[config.mk]
export PLATFORM = sky130hd
export DESIGN_NAME = capability_register_space
export DESIGN_NICKNAME = d
export VERILOG_FILES = /design/src/cap_space_pkg.sv /design/src/capability_register_space.sv
export VERILOG_INCLUDE_DIRS = /design/src
export SDC_FILE = /design/constraint.sdc
export NUM_CORES = 1
export LEC_CHECK = 0
export BUFFER_PORTS_ARGS = -buffer_cell sky130_fd_sc_hd__buf_2
export CORE_AREA = 2 2 40 78
export CTS_CLUSTER_SIZE = 12
export DETAILED_ROUTE_END_ITERATION = 8
export DIE_AREA = 0 0 42 80
export PLACE_DENSITY_LB_ADDON = 0.1
export SLEW_MARGIN = 20
export SYNTH_ARGS = -nofsm -noshare
export SYNTH_HDL_FRONTEND = slang
export SYNTH_SLANG_ARGS = --single-unit
[constraint.sdc]
create_clock -name clk_sys -period 1.7 [get_ports clk_sys]
set_input_delay 0.34 -clock clk_sys [delete_from_list [all_inputs] [get_ports clk_sys]]
set_output_delay 0.34 -clock clk_sys [all_outputs]
set_load 0.05 [all_outputs]
[src/cap_space_defines.svh]
// Purpose: Offsets, field positions and fixed values of the capability register bank.
// Assumes: 24-bit configuration byte offsets, 32-bit register words.
// Notes: Included by the bank only; definitions only.
`ifndef CAP_SPACE_DEFINES_SVH
`define CAP_SPACE_DEFINES_SVH

`define CFG_ADDR_W 24
`define CAP_SPACE_HI 24'h00003C
`define CSR_SPACE_LO 24'h000040
`define CSR_SPACE_HI 24'h0000FC
`define EXT_SPACE_LO 24'h000100
`define EXT_SPACE_HI 24'h00FFFC
`define IMP_SPACE_LO 24'h010000
`define IMP_SPACE_HI 24'hFFFFFC

`define OFS_DEV_IDENT 6'h00
`define OFS_DEV_INFO 6'h04
`define OFS_ASM_IDENT 6'h08
`define OFS_ASM_INFO 6'h0C
`define OFS_PE_FEAT 6'h10
`define OFS_SW_PORT 6'h14
`define OFS_SRC_OPS 6'h18
`define OFS_DST_OPS 6'h1C
`define OFS_RSVD_LO 6'h20
`define CAP_OFS_MSB 5
`define CAP_OFS_LSB 0
`define WORD_ALIGN_MSB 1
`define WORD_ALIGN_LSB 0

`define ADR_DEV_IDENT 24'h000000
`define ADR_DEV_INFO 24'h000004
`define ADR_ASM_IDENT 24'h000008
`define ADR_ASM_INFO 24'h00000C
`define ADR_PE_FEAT 24'h000010
`define ADR_SW_PORT 24'h000014
`define ADR_SRC_OPS 24'h000018
`define ADR_DST_OPS 24'h00001C
`define ADR_RSVD_LO 24'h000020

`define INFO_RSVD_HI_MSB 31
`define INFO_RSVD_HI_LSB 20
`define INFO_LABEL_MSB 19
`define INFO_LABEL_LSB 16
`define INFO_RSVD_MID_MSB 15
`define INFO_RSVD_MID_LSB 12
`define INFO_MAJOR_MSB 11
`define INFO_MAJOR_LSB 8
`define INFO_MINOR_MSB 7
`define INFO_MINOR_LSB 4
`define INFO_PATCH_MSB 3
`define INFO_PATCH_LSB 0
`define HALF_HI_MSB 31
`define HALF_HI_LSB 16
`define HALF_LO_MSB 15
`define HALF_LO_LSB 0

`define REV_LABEL 4'h2
`define REV_MAJOR 4'h3
`define REV_MINOR 4'h0
`define REV_PATCH 4'h0
`define EXT_PTR_DEFAULT 16'h0100
`define ZERO_WORD 32'h00000000

`endif

[src/cap_space_pkg.sv]
// Purpose: Types shared by the capability register bank.
// Assumes: Nothing beyond the defines header.
// Notes: Holds types only.
package cap_space_pkg;

	typedef enum logic [3:0] {
		UNIT_LOG_CAP = 4'h1,
		UNIT_LOG_CSR = 4'h2,
		UNIT_PHY = 4'h4,
		UNIT_BUF = 4'h8
	} cfg_unit_t;

	typedef struct packed {
		logic [3:0] zero_hi_a;
		logic [7:0] zero_hi_b;
		logic [3:0] rev_label;
		logic [3:0] zero_mid;
		logic [3:0] rev_major;
		logic [3:0] rev_minor;
		logic [3:0] rev_patch;
	} dev_info_t;

	typedef struct packed {
		logic valid;
		logic write;
		logic [23:0] addr;
		logic [31:0] wdata;
	} cfg_req_t;

	typedef struct packed {
		logic valid;
		logic [31:0] rdata;
	} cfg_rsp_t;

endpackage

[src/capability_register_space.sv]
// Purpose: Read-only capability register bank and configuration-space decode.
// Assumes: One request per cycle, answered one cycle later; the requester merges
//   the local maintenance port and link-partner traffic ahead of this block.
// Notes: Reads outside the capability space answer zero here, except lite-option remote reads from 0x010000 up;
//   their unit select tells the caller which sub-unit owns them.
// Contract
// - Decode offsets into capability, command/status, physical and buffer/logical spaces.
// - All capability registers are read-only and live in the logical unit.
// - Eight 32-bit registers at 0x00 to 0x1C; 0x20 to 0x3C reserved.
// - Features register carries physical-layer bits yet sits in the logical unit.
// - Maintenance request information register exists only with the lite port option.
// - That register is reachable only via remote (link-partner) requests, not the local maintenance port.
// - Device identity is fixed: device code high, vendor code low.
// - Device information bits 19:16 read revision label 2.
// - Major release 3 in bits 11:8, minor 0 in bits 7:4.
// - Patch level bits 3:0 read 0.
// - Reserved device information bits 31:20 and 15:12 read zero.
// - Assembly information low half returns extended-features pointer, default 0x0100.
`include "cap_space_defines.svh"

module capability_register_space #(
	parameter logic [15:0] DEVICE_CODE = 16'h00A5, // Arbitrary value
	parameter logic [15:0] VENDOR_CODE = 16'h005A, // Arbitrary value
	parameter logic [31:0] ASM_IDENT = 32'h00000000,
	parameter logic [15:0] ASM_REVISION = 16'h0000,
	parameter logic [15:0] EXT_PTR = `EXT_PTR_DEFAULT,
	parameter logic [31:0] PE_FEATURES = 32'h00000009,
	parameter logic [31:0] SRC_OPS = 32'h00000000,
	parameter logic [31:0] DST_OPS = 32'h00000000,
	parameter bit MAINT_LITE_EN = 1'b0,
	parameter int ADDR_W = `CFG_ADDR_W
) (
	input wire logic clk_sys,
	input wire logic rst,
	input wire cap_space_pkg::cfg_req_t maint_req,
	input wire logic maint_req_remote,
	input wire logic [31:0] maint_info_value,
	output cap_space_pkg::cfg_rsp_t maint_rsp,
	output cap_space_pkg::cfg_unit_t unit_sel,
	output logic maint_info_present
);

	// Decode and offsets are laid out for a 24-bit byte offset only
	if (ADDR_W != `CFG_ADDR_W) begin : g_addr_w_check
		$error("capability_register_space: ADDR_W must be 24");
	end

	cap_space_pkg::cfg_rsp_t rsp_ff;
	cap_space_pkg::cfg_rsp_t nxt_rsp;
	cap_space_pkg::cfg_unit_t unit_ff;
	cap_space_pkg::cfg_unit_t nxt_unit;
	cap_space_pkg::dev_info_t info_word;
	logic [`CAP_OFS_MSB:`CAP_OFS_LSB] cap_ofs;

	assign cap_ofs = maint_req.addr[`CAP_OFS_MSB:`CAP_OFS_LSB];

	always_comb begin
		info_word = '0;
		info_word.rev_label = `REV_LABEL;
		info_word.rev_major = `REV_MAJOR;
		info_word.rev_minor = `REV_MINOR;
		info_word.rev_patch = `REV_PATCH;
	end

	// Sub-unit decode of the byte offset
	always_comb begin
		if (maint_req.addr <= `CAP_SPACE_HI) begin
			nxt_unit = cap_space_pkg::UNIT_LOG_CAP;
		end else if (maint_req.addr <= `CSR_SPACE_HI) begin
			nxt_unit = cap_space_pkg::UNIT_LOG_CSR;
		end else if (maint_req.addr <= `EXT_SPACE_HI) begin
			nxt_unit = cap_space_pkg::UNIT_PHY;
		end else begin
			nxt_unit = cap_space_pkg::UNIT_BUF;
		end
	end

	// Read mux; writes only get an answer, no state changes
	always_comb begin
		nxt_rsp.valid = maint_req.valid;
		nxt_rsp.rdata = `ZERO_WORD;
		if (maint_req.valid && !maint_req.write && nxt_unit == cap_space_pkg::UNIT_LOG_CAP) begin
			unique case (cap_ofs)
				`OFS_DEV_IDENT: nxt_rsp.rdata = {DEVICE_CODE, VENDOR_CODE};
				`OFS_DEV_INFO: nxt_rsp.rdata = info_word;
				`OFS_ASM_IDENT: nxt_rsp.rdata = ASM_IDENT;
				`OFS_ASM_INFO: nxt_rsp.rdata = {ASM_REVISION, EXT_PTR};
				`OFS_PE_FEAT: nxt_rsp.rdata = PE_FEATURES;
				`OFS_SW_PORT: nxt_rsp.rdata = `ZERO_WORD;
				`OFS_SRC_OPS: nxt_rsp.rdata = SRC_OPS;
				`OFS_DST_OPS: nxt_rsp.rdata = DST_OPS;
				default: nxt_rsp.rdata = `ZERO_WORD;
			endcase
		end else if (maint_req.valid && !maint_req.write && nxt_unit == cap_space_pkg::UNIT_BUF
				&& MAINT_LITE_EN && maint_req_remote) begin
			nxt_rsp.rdata = maint_info_value;
		end
	end

	always_ff @(posedge clk_sys) begin
		if (rst) begin
			rsp_ff <= '0;
			unit_ff <= cap_space_pkg::UNIT_LOG_CAP;
		end else begin
			rsp_ff <= nxt_rsp;
			unit_ff <= nxt_unit;
		end
	end

	assign maint_rsp = rsp_ff;
	assign unit_sel = unit_ff;
	assign maint_info_present = MAINT_LITE_EN;

	// Answer timing and write handling
	a_rsp_follows_req: assert property (@(posedge clk_sys) disable iff (rst)
		maint_req.valid
		|=> maint_rsp.valid)
		else $error("no answer");
	a_no_stray_rsp: assert property (@(posedge clk_sys) disable iff (rst)
		!maint_req.valid
		|=> !maint_rsp.valid && maint_rsp.rdata == `ZERO_WORD)
		else $error("stray answer");
	a_write_reads_zero: assert property (@(posedge clk_sys) disable iff (rst)
		maint_req.valid && maint_req.write
		|=> maint_rsp.valid && maint_rsp.rdata == `ZERO_WORD)
		else $error("write returned data");

	// Fixed capability register words, reserved and unaligned offsets
	a_dev_ident_fixed: assert property (@(posedge clk_sys) disable iff (rst)
		maint_req.valid && !maint_req.write && maint_req.addr == `ADR_DEV_IDENT
		|=> maint_rsp.rdata == {DEVICE_CODE, VENDOR_CODE})
		else $error("ident");
	a_rev_label_two: assert property (@(posedge clk_sys) disable iff (rst)
		maint_req.valid && !maint_req.write && maint_req.addr == `ADR_DEV_INFO
		|=> maint_rsp.rdata[`INFO_LABEL_MSB:`INFO_LABEL_LSB] == `REV_LABEL)
		else $error("label");
	a_major_minor_rev: assert property (@(posedge clk_sys) disable iff (rst)
		maint_req.valid && !maint_req.write && maint_req.addr == `ADR_DEV_INFO
		|=> maint_rsp.rdata[`INFO_MAJOR_MSB:`INFO_MAJOR_LSB] == `REV_MAJOR
			&& maint_rsp.rdata[`INFO_MINOR_MSB:`INFO_MINOR_LSB] == `REV_MINOR)
		else $error("release");
	a_patch_zero: assert property (@(posedge clk_sys) disable iff (rst)
		maint_req.valid && !maint_req.write && maint_req.addr == `ADR_DEV_INFO
		|=> maint_rsp.rdata[`INFO_PATCH_MSB:`INFO_PATCH_LSB] == `REV_PATCH)
		else $error("patch");
	a_info_rsvd_zero: assert property (@(posedge clk_sys) disable iff (rst)
		maint_req.valid && maint_req.addr == `ADR_DEV_INFO
		|=> maint_rsp.rdata[`INFO_RSVD_HI_MSB:`INFO_RSVD_HI_LSB] == '0
			&& maint_rsp.rdata[`INFO_RSVD_MID_MSB:`INFO_RSVD_MID_LSB] == '0)
		else $error("reserved");
	a_ext_ptr_value: assert property (@(posedge clk_sys) disable iff (rst)
		maint_req.valid && !maint_req.write && maint_req.addr == `ADR_ASM_INFO
		|=> maint_rsp.rdata[`HALF_LO_MSB:`HALF_LO_LSB] == EXT_PTR)
		else $error("pointer");
	a_asm_rev_value: assert property (@(posedge clk_sys) disable iff (rst)
		maint_req.valid && !maint_req.write && maint_req.addr == `ADR_ASM_INFO
		|=> maint_rsp.rdata[`HALF_HI_MSB:`HALF_HI_LSB] == ASM_REVISION)
		else $error("assembly revision");
	a_asm_ident_value: assert property (@(posedge clk_sys) disable iff (rst)
		maint_req.valid && !maint_req.write && maint_req.addr == `ADR_ASM_IDENT
		|=> maint_rsp.rdata == ASM_IDENT)
		else $error("assembly identity");
	a_pe_feat_value: assert property (@(posedge clk_sys) disable iff (rst)
		maint_req.valid && !maint_req.write && maint_req.addr == `ADR_PE_FEAT
		|=> maint_rsp.rdata == PE_FEATURES)
		else $error("features");
	a_sw_port_zero: assert property (@(posedge clk_sys) disable iff (rst)
		maint_req.valid && maint_req.addr == `ADR_SW_PORT
		|=> maint_rsp.rdata == `ZERO_WORD)
		else $error("switch port");
	a_src_ops_value: assert property (@(posedge clk_sys) disable iff (rst)
		maint_req.valid && !maint_req.write && maint_req.addr == `ADR_SRC_OPS
		|=> maint_rsp.rdata == SRC_OPS)
		else $error("source operations");
	a_dst_ops_value: assert property (@(posedge clk_sys) disable iff (rst)
		maint_req.valid && !maint_req.write && maint_req.addr == `ADR_DST_OPS
		|=> maint_rsp.rdata == DST_OPS)
		else $error("destination operations");
	a_rsvd_read_zero: assert property (@(posedge clk_sys) disable iff (rst)
		maint_req.valid && maint_req.addr >= `ADR_RSVD_LO && maint_req.addr <= `CAP_SPACE_HI
		|=> maint_rsp.rdata == `ZERO_WORD)
		else $error("reserved offset");
	a_unaligned_zero: assert property (@(posedge clk_sys) disable iff (rst)
		maint_req.valid && maint_req.addr <= `CAP_SPACE_HI
			&& maint_req.addr[`WORD_ALIGN_MSB:`WORD_ALIGN_LSB] != '0
		|=> maint_rsp.rdata == `ZERO_WORD)
		else $error("unaligned read");

	// Sub-unit decode
	a_cap_decode: assert property (@(posedge clk_sys) disable iff (rst)
		maint_req.addr <= `CAP_SPACE_HI
		|=> unit_sel == cap_space_pkg::UNIT_LOG_CAP)
		else $error("capability decode");
	a_csr_decode: assert property (@(posedge clk_sys) disable iff (rst)
		maint_req.addr >= `CSR_SPACE_LO && maint_req.addr <= `CSR_SPACE_HI
		|=> unit_sel == cap_space_pkg::UNIT_LOG_CSR)
		else $error("csr decode");
	a_phy_decode: assert property (@(posedge clk_sys) disable iff (rst)
		maint_req.addr >= `EXT_SPACE_LO && maint_req.addr <= `EXT_SPACE_HI
		|=> unit_sel == cap_space_pkg::UNIT_PHY)
		else $error("phy decode");
	a_unit_decode: assert property (@(posedge clk_sys) disable iff (rst)
		maint_req.addr >= `IMP_SPACE_LO
		|=> unit_sel == cap_space_pkg::UNIT_BUF)
		else $error("decode");
	a_unit_onehot: assert property (@(posedge clk_sys) disable iff (rst)
		$onehot(unit_sel))
		else $error("unit select not one-hot");
	a_csr_reads_zero: assert property (@(posedge clk_sys) disable iff (rst)
		maint_req.valid && maint_req.addr >= `CSR_SPACE_LO && maint_req.addr <= `CSR_SPACE_HI
		|=> maint_rsp.rdata == `ZERO_WORD)
		else $error("csr read data");
	a_phy_reads_zero: assert property (@(posedge clk_sys) disable iff (rst)
		maint_req.valid && maint_req.addr >= `EXT_SPACE_LO && maint_req.addr <= `EXT_SPACE_HI
		|=> maint_rsp.rdata == `ZERO_WORD)
		else $error("phy read data");

	// Maintenance request information word
	a_info_local_hidden: assert property (@(posedge clk_sys) disable iff (rst)
		maint_req.valid && maint_req.addr >= `IMP_SPACE_LO && !maint_req_remote
		|=> maint_rsp.rdata == `ZERO_WORD)
		else $error("info exposed");
	a_info_absent: assert property (@(posedge clk_sys) disable iff (rst)
		!MAINT_LITE_EN && maint_req.valid && maint_req.addr >= `IMP_SPACE_LO
		|=> maint_rsp.rdata == `ZERO_WORD)
		else $error("info present without option");
	a_info_remote_read: assert property (@(posedge clk_sys) disable iff (rst)
		MAINT_LITE_EN && maint_req.valid && !maint_req.write && maint_req_remote
			&& maint_req.addr >= `IMP_SPACE_LO
		|=> maint_rsp.rdata == $past(maint_info_value))
		else $error("info not returned");

endmodule // capability_register_space

==> qor.csv <==
stage,metric,value,unit
clocking,cts_sinks,10,
place,port_buffers,44,
clocking,path_clk_slew,0.04,ns
worst_setup_path,path_class,in -> reg,
timing,finalSetupViolations,0,
outcome,status,finished clean,
logic_synthesis,netlist.area_leader.share,0.344,
logic_synthesis,synth_compound_area_frac,0.0470,
routing,wl,1280,um
worst_hold_path,min_to,maint_rsp[32],
logic_synthesis,synthXorXnorAreaFrac,0,
die,dieArea,3360,um^2
finish,area_growth,28.8,%
routing,ant_nets,0,
routing,viasPerCell,3.99,
logic_synthesis,synth_area_leaders,"buf_4, dfxtp_1, nor4_1, nor2_1, and3b_1",
timing,grt_setup_unrepaired,false,
finish,antenna_cells,0,
routing,routed-via-count,562,
logic_synthesis,synth_mux_area_frac,0,
timing,slew_viol_final,0,
worst_hold_path,min_from,maint_req[57],
logic_synthesis,async_flop_share,0,
die,initial_core_util,0.224,
place,finalWeightedCongestion,0.652,
clocking,cts_tree,done,
logic_synthesis,yosysMostFrequentCell,buf_4,
die,rows,27,
clocking,cts_resized,0,
place,place_hpwl,1150,um
logic_synthesis,postSynthCellCount,72,
clocking,cts_buffers,3,
power,power_leakage,0.444,nW
logic_synthesis,ys.flop_type,dfxtp_1,
logic_synthesis,ys_ff_latch,10,
logic_synthesis,syn_area,612,um^2
global_route,overflow,0,
logic_synthesis,ys_types,20,
power,powerDensity,882,nW/um^2
die,io_pins,131,
place,dp_slack,0.101,ns
routing,drtPass1Iterations,3,
logic_synthesis,synthAdderAreaFrac,0,
timing,whs,0.342,ns
logic_synthesis,synth_edf_count,0,
clocking,htreeDepth,1,
worst_setup_path,cp_max_fo,5,
finish,fin_nets,206,
routing,drc,0,
die,core,2740,um^2
global_route,grt_use_total,0.0753,
global_route,antenna_found_initial,0,
worst_setup_path,critical_path_required,1.87,ns
clocking,cts.path.max_buffers,2,
logic_synthesis,synth_top_area_cell,buf_4,
worst_setup_path,crit_arrival,1.51,ns
timing,setup_tns,0,ns
finish,fillCellCount,320,
logic_synthesis,yosysWarnings,0,
timing,hold_viol,0,
logic_synthesis,synthTopCellsByCount,"buf_4, dfxtp_1, nor2_1",
worst_setup_path,worstSetupEndpointType,flop,
clocking,cts_root_buf,clkbuf_8,
finish,drive_above_1_share,0.438,
clocking,post_cts_buffers,0,
global_route,grt_start_max_net_pins,8,
power,peakVddDrop,0.247,mV
logic_synthesis,avgSynthCellArea,8.50,um^2
logic_synthesis,synth_top_family_by_area,buffers and inverters,
timing,worst_slack,0.364,ns
die,fp.dieH,80,um
logic_synthesis,ys_seq_area_frac,0.327,
die,dieWidth,42,um
worst_hold_path,hold_depth,2,
global_route,grt_first_pass_wirelength,1910,um
routing,wl_per_cell,9.11,um
timing,max_freq,748,MHz
worst_setup_path,startpoint_type,input pin,
timing,finalCriticalPeriod,1.34,ns
finish,fin_cells,141,
place,place_inst,137,
timing,finalCritPeriodShare,0.786,
logic_synthesis,synthSimpleGateAreaFrac,0.276,
routing,first_iter_violations,3,
global_route,grt_pass1_vias,514,
flow_run,maxCapViolations,0,
worst_hold_path,hold_path_class,in -> reg,
clocking,hold_buffers,0,
==> cells in the final DEF, fill, tap and decap left out, drive strengths merged <==
cell,synthesis,routed
a21o,1,1
a311oi,1,1
a31oi,2,2
and2,1,1
and3,2,2
and3b,2,2
buf,28,44
clkbuf,0,4
conb,1,21
dfxtp,10,10
nand2,3,3
nand3,1,1
nand4,2,2
nand4b,1,1
nor2,6,6
nor2b,1,1
nor3,3,3
nor3b,1,1
nor4,5,5
or3,1,1
==> report_power, final <==
part           switching (mW)  internal (mW)  leakage, nW
Clock                  0.0823          0.203       0.0288
Sequential           0.000672          0.239       0.0816
Combinational           0.140         0.0310        0.333
==> metrics by stage <==
step / cell area [um^2] / utilization / power (mW)
2_1_floorplan: 687 / - / 0.407
3_3_place_gp: 733 / 0.268 / 0.414
3_5_place_dp: 733 / 0.268 / 0.414
4_1_cts: 788 / 0.288 / 0.705
5_1_grt: 788 / 0.288 / 0.724
6_report: 788 / 0.288 / 0.695
==> flip-flops by register name, indices dropped and copies added (netlist names) <==
signal and flops:
maint_rsp 6, unit_sel 4
==> worst max-delay path: stages <==
cell	delay (ns)
buf_2	0.11
nor4_1	0.28
nand2_1	0.17
nor4_2	0.40
and3_1	0.21
==> area by class of cell <==
cell class                      count  area, um^2  share of cell area
Timing Repair Buffer               44         220               0.279
Multi-Input combinational cell     54         277               0.351
Clock buffer                        4        55.1              0.0698
Tap cell                           29        36.3              0.0460
Sequential cell                    10         200               0.254
==> logic make-up (layout without fill, tap and decap cells) <==
kind of cell,count (synthesis),in the layout
flops,10,10
simple gates,29,29
other cells,1,21
compound gates,4,4
buf+inv,28,48
==> per-layer routing <==
metal | vias up | track usage | part of all wire
li1 | 279 | - | -
met1 | 227 | 0.0602 | 0.32
met2 | 54 | 0.145 | 0.50
met3 | 2 | 0.00679 | 0.16
met4 | 0 | 0.0774 | 0.024
met5 | - | 0 | 0
==> how the worst max path moves through the flow <==
stage             startpoint             to  slack (ns)  cells after the start
6_report       maint_req[43]  maint_rsp[17]        0.36                      5
3_5_place_dp   maint_req[43]  maint_rsp[17]        0.10                      5
5_1_grt        maint_req[47]  maint_rsp[17]        0.20                      5
2_1_floorplan  maint_rsp[21]  maint_rsp[16]        0.37                      1
4_1_cts        maint_req[43]  maint_rsp[17]        0.35                      5
3_3_place_gp   maint_req[43]  maint_rsp[17]        0.12                      5
(Power assumes the default switching activity.)
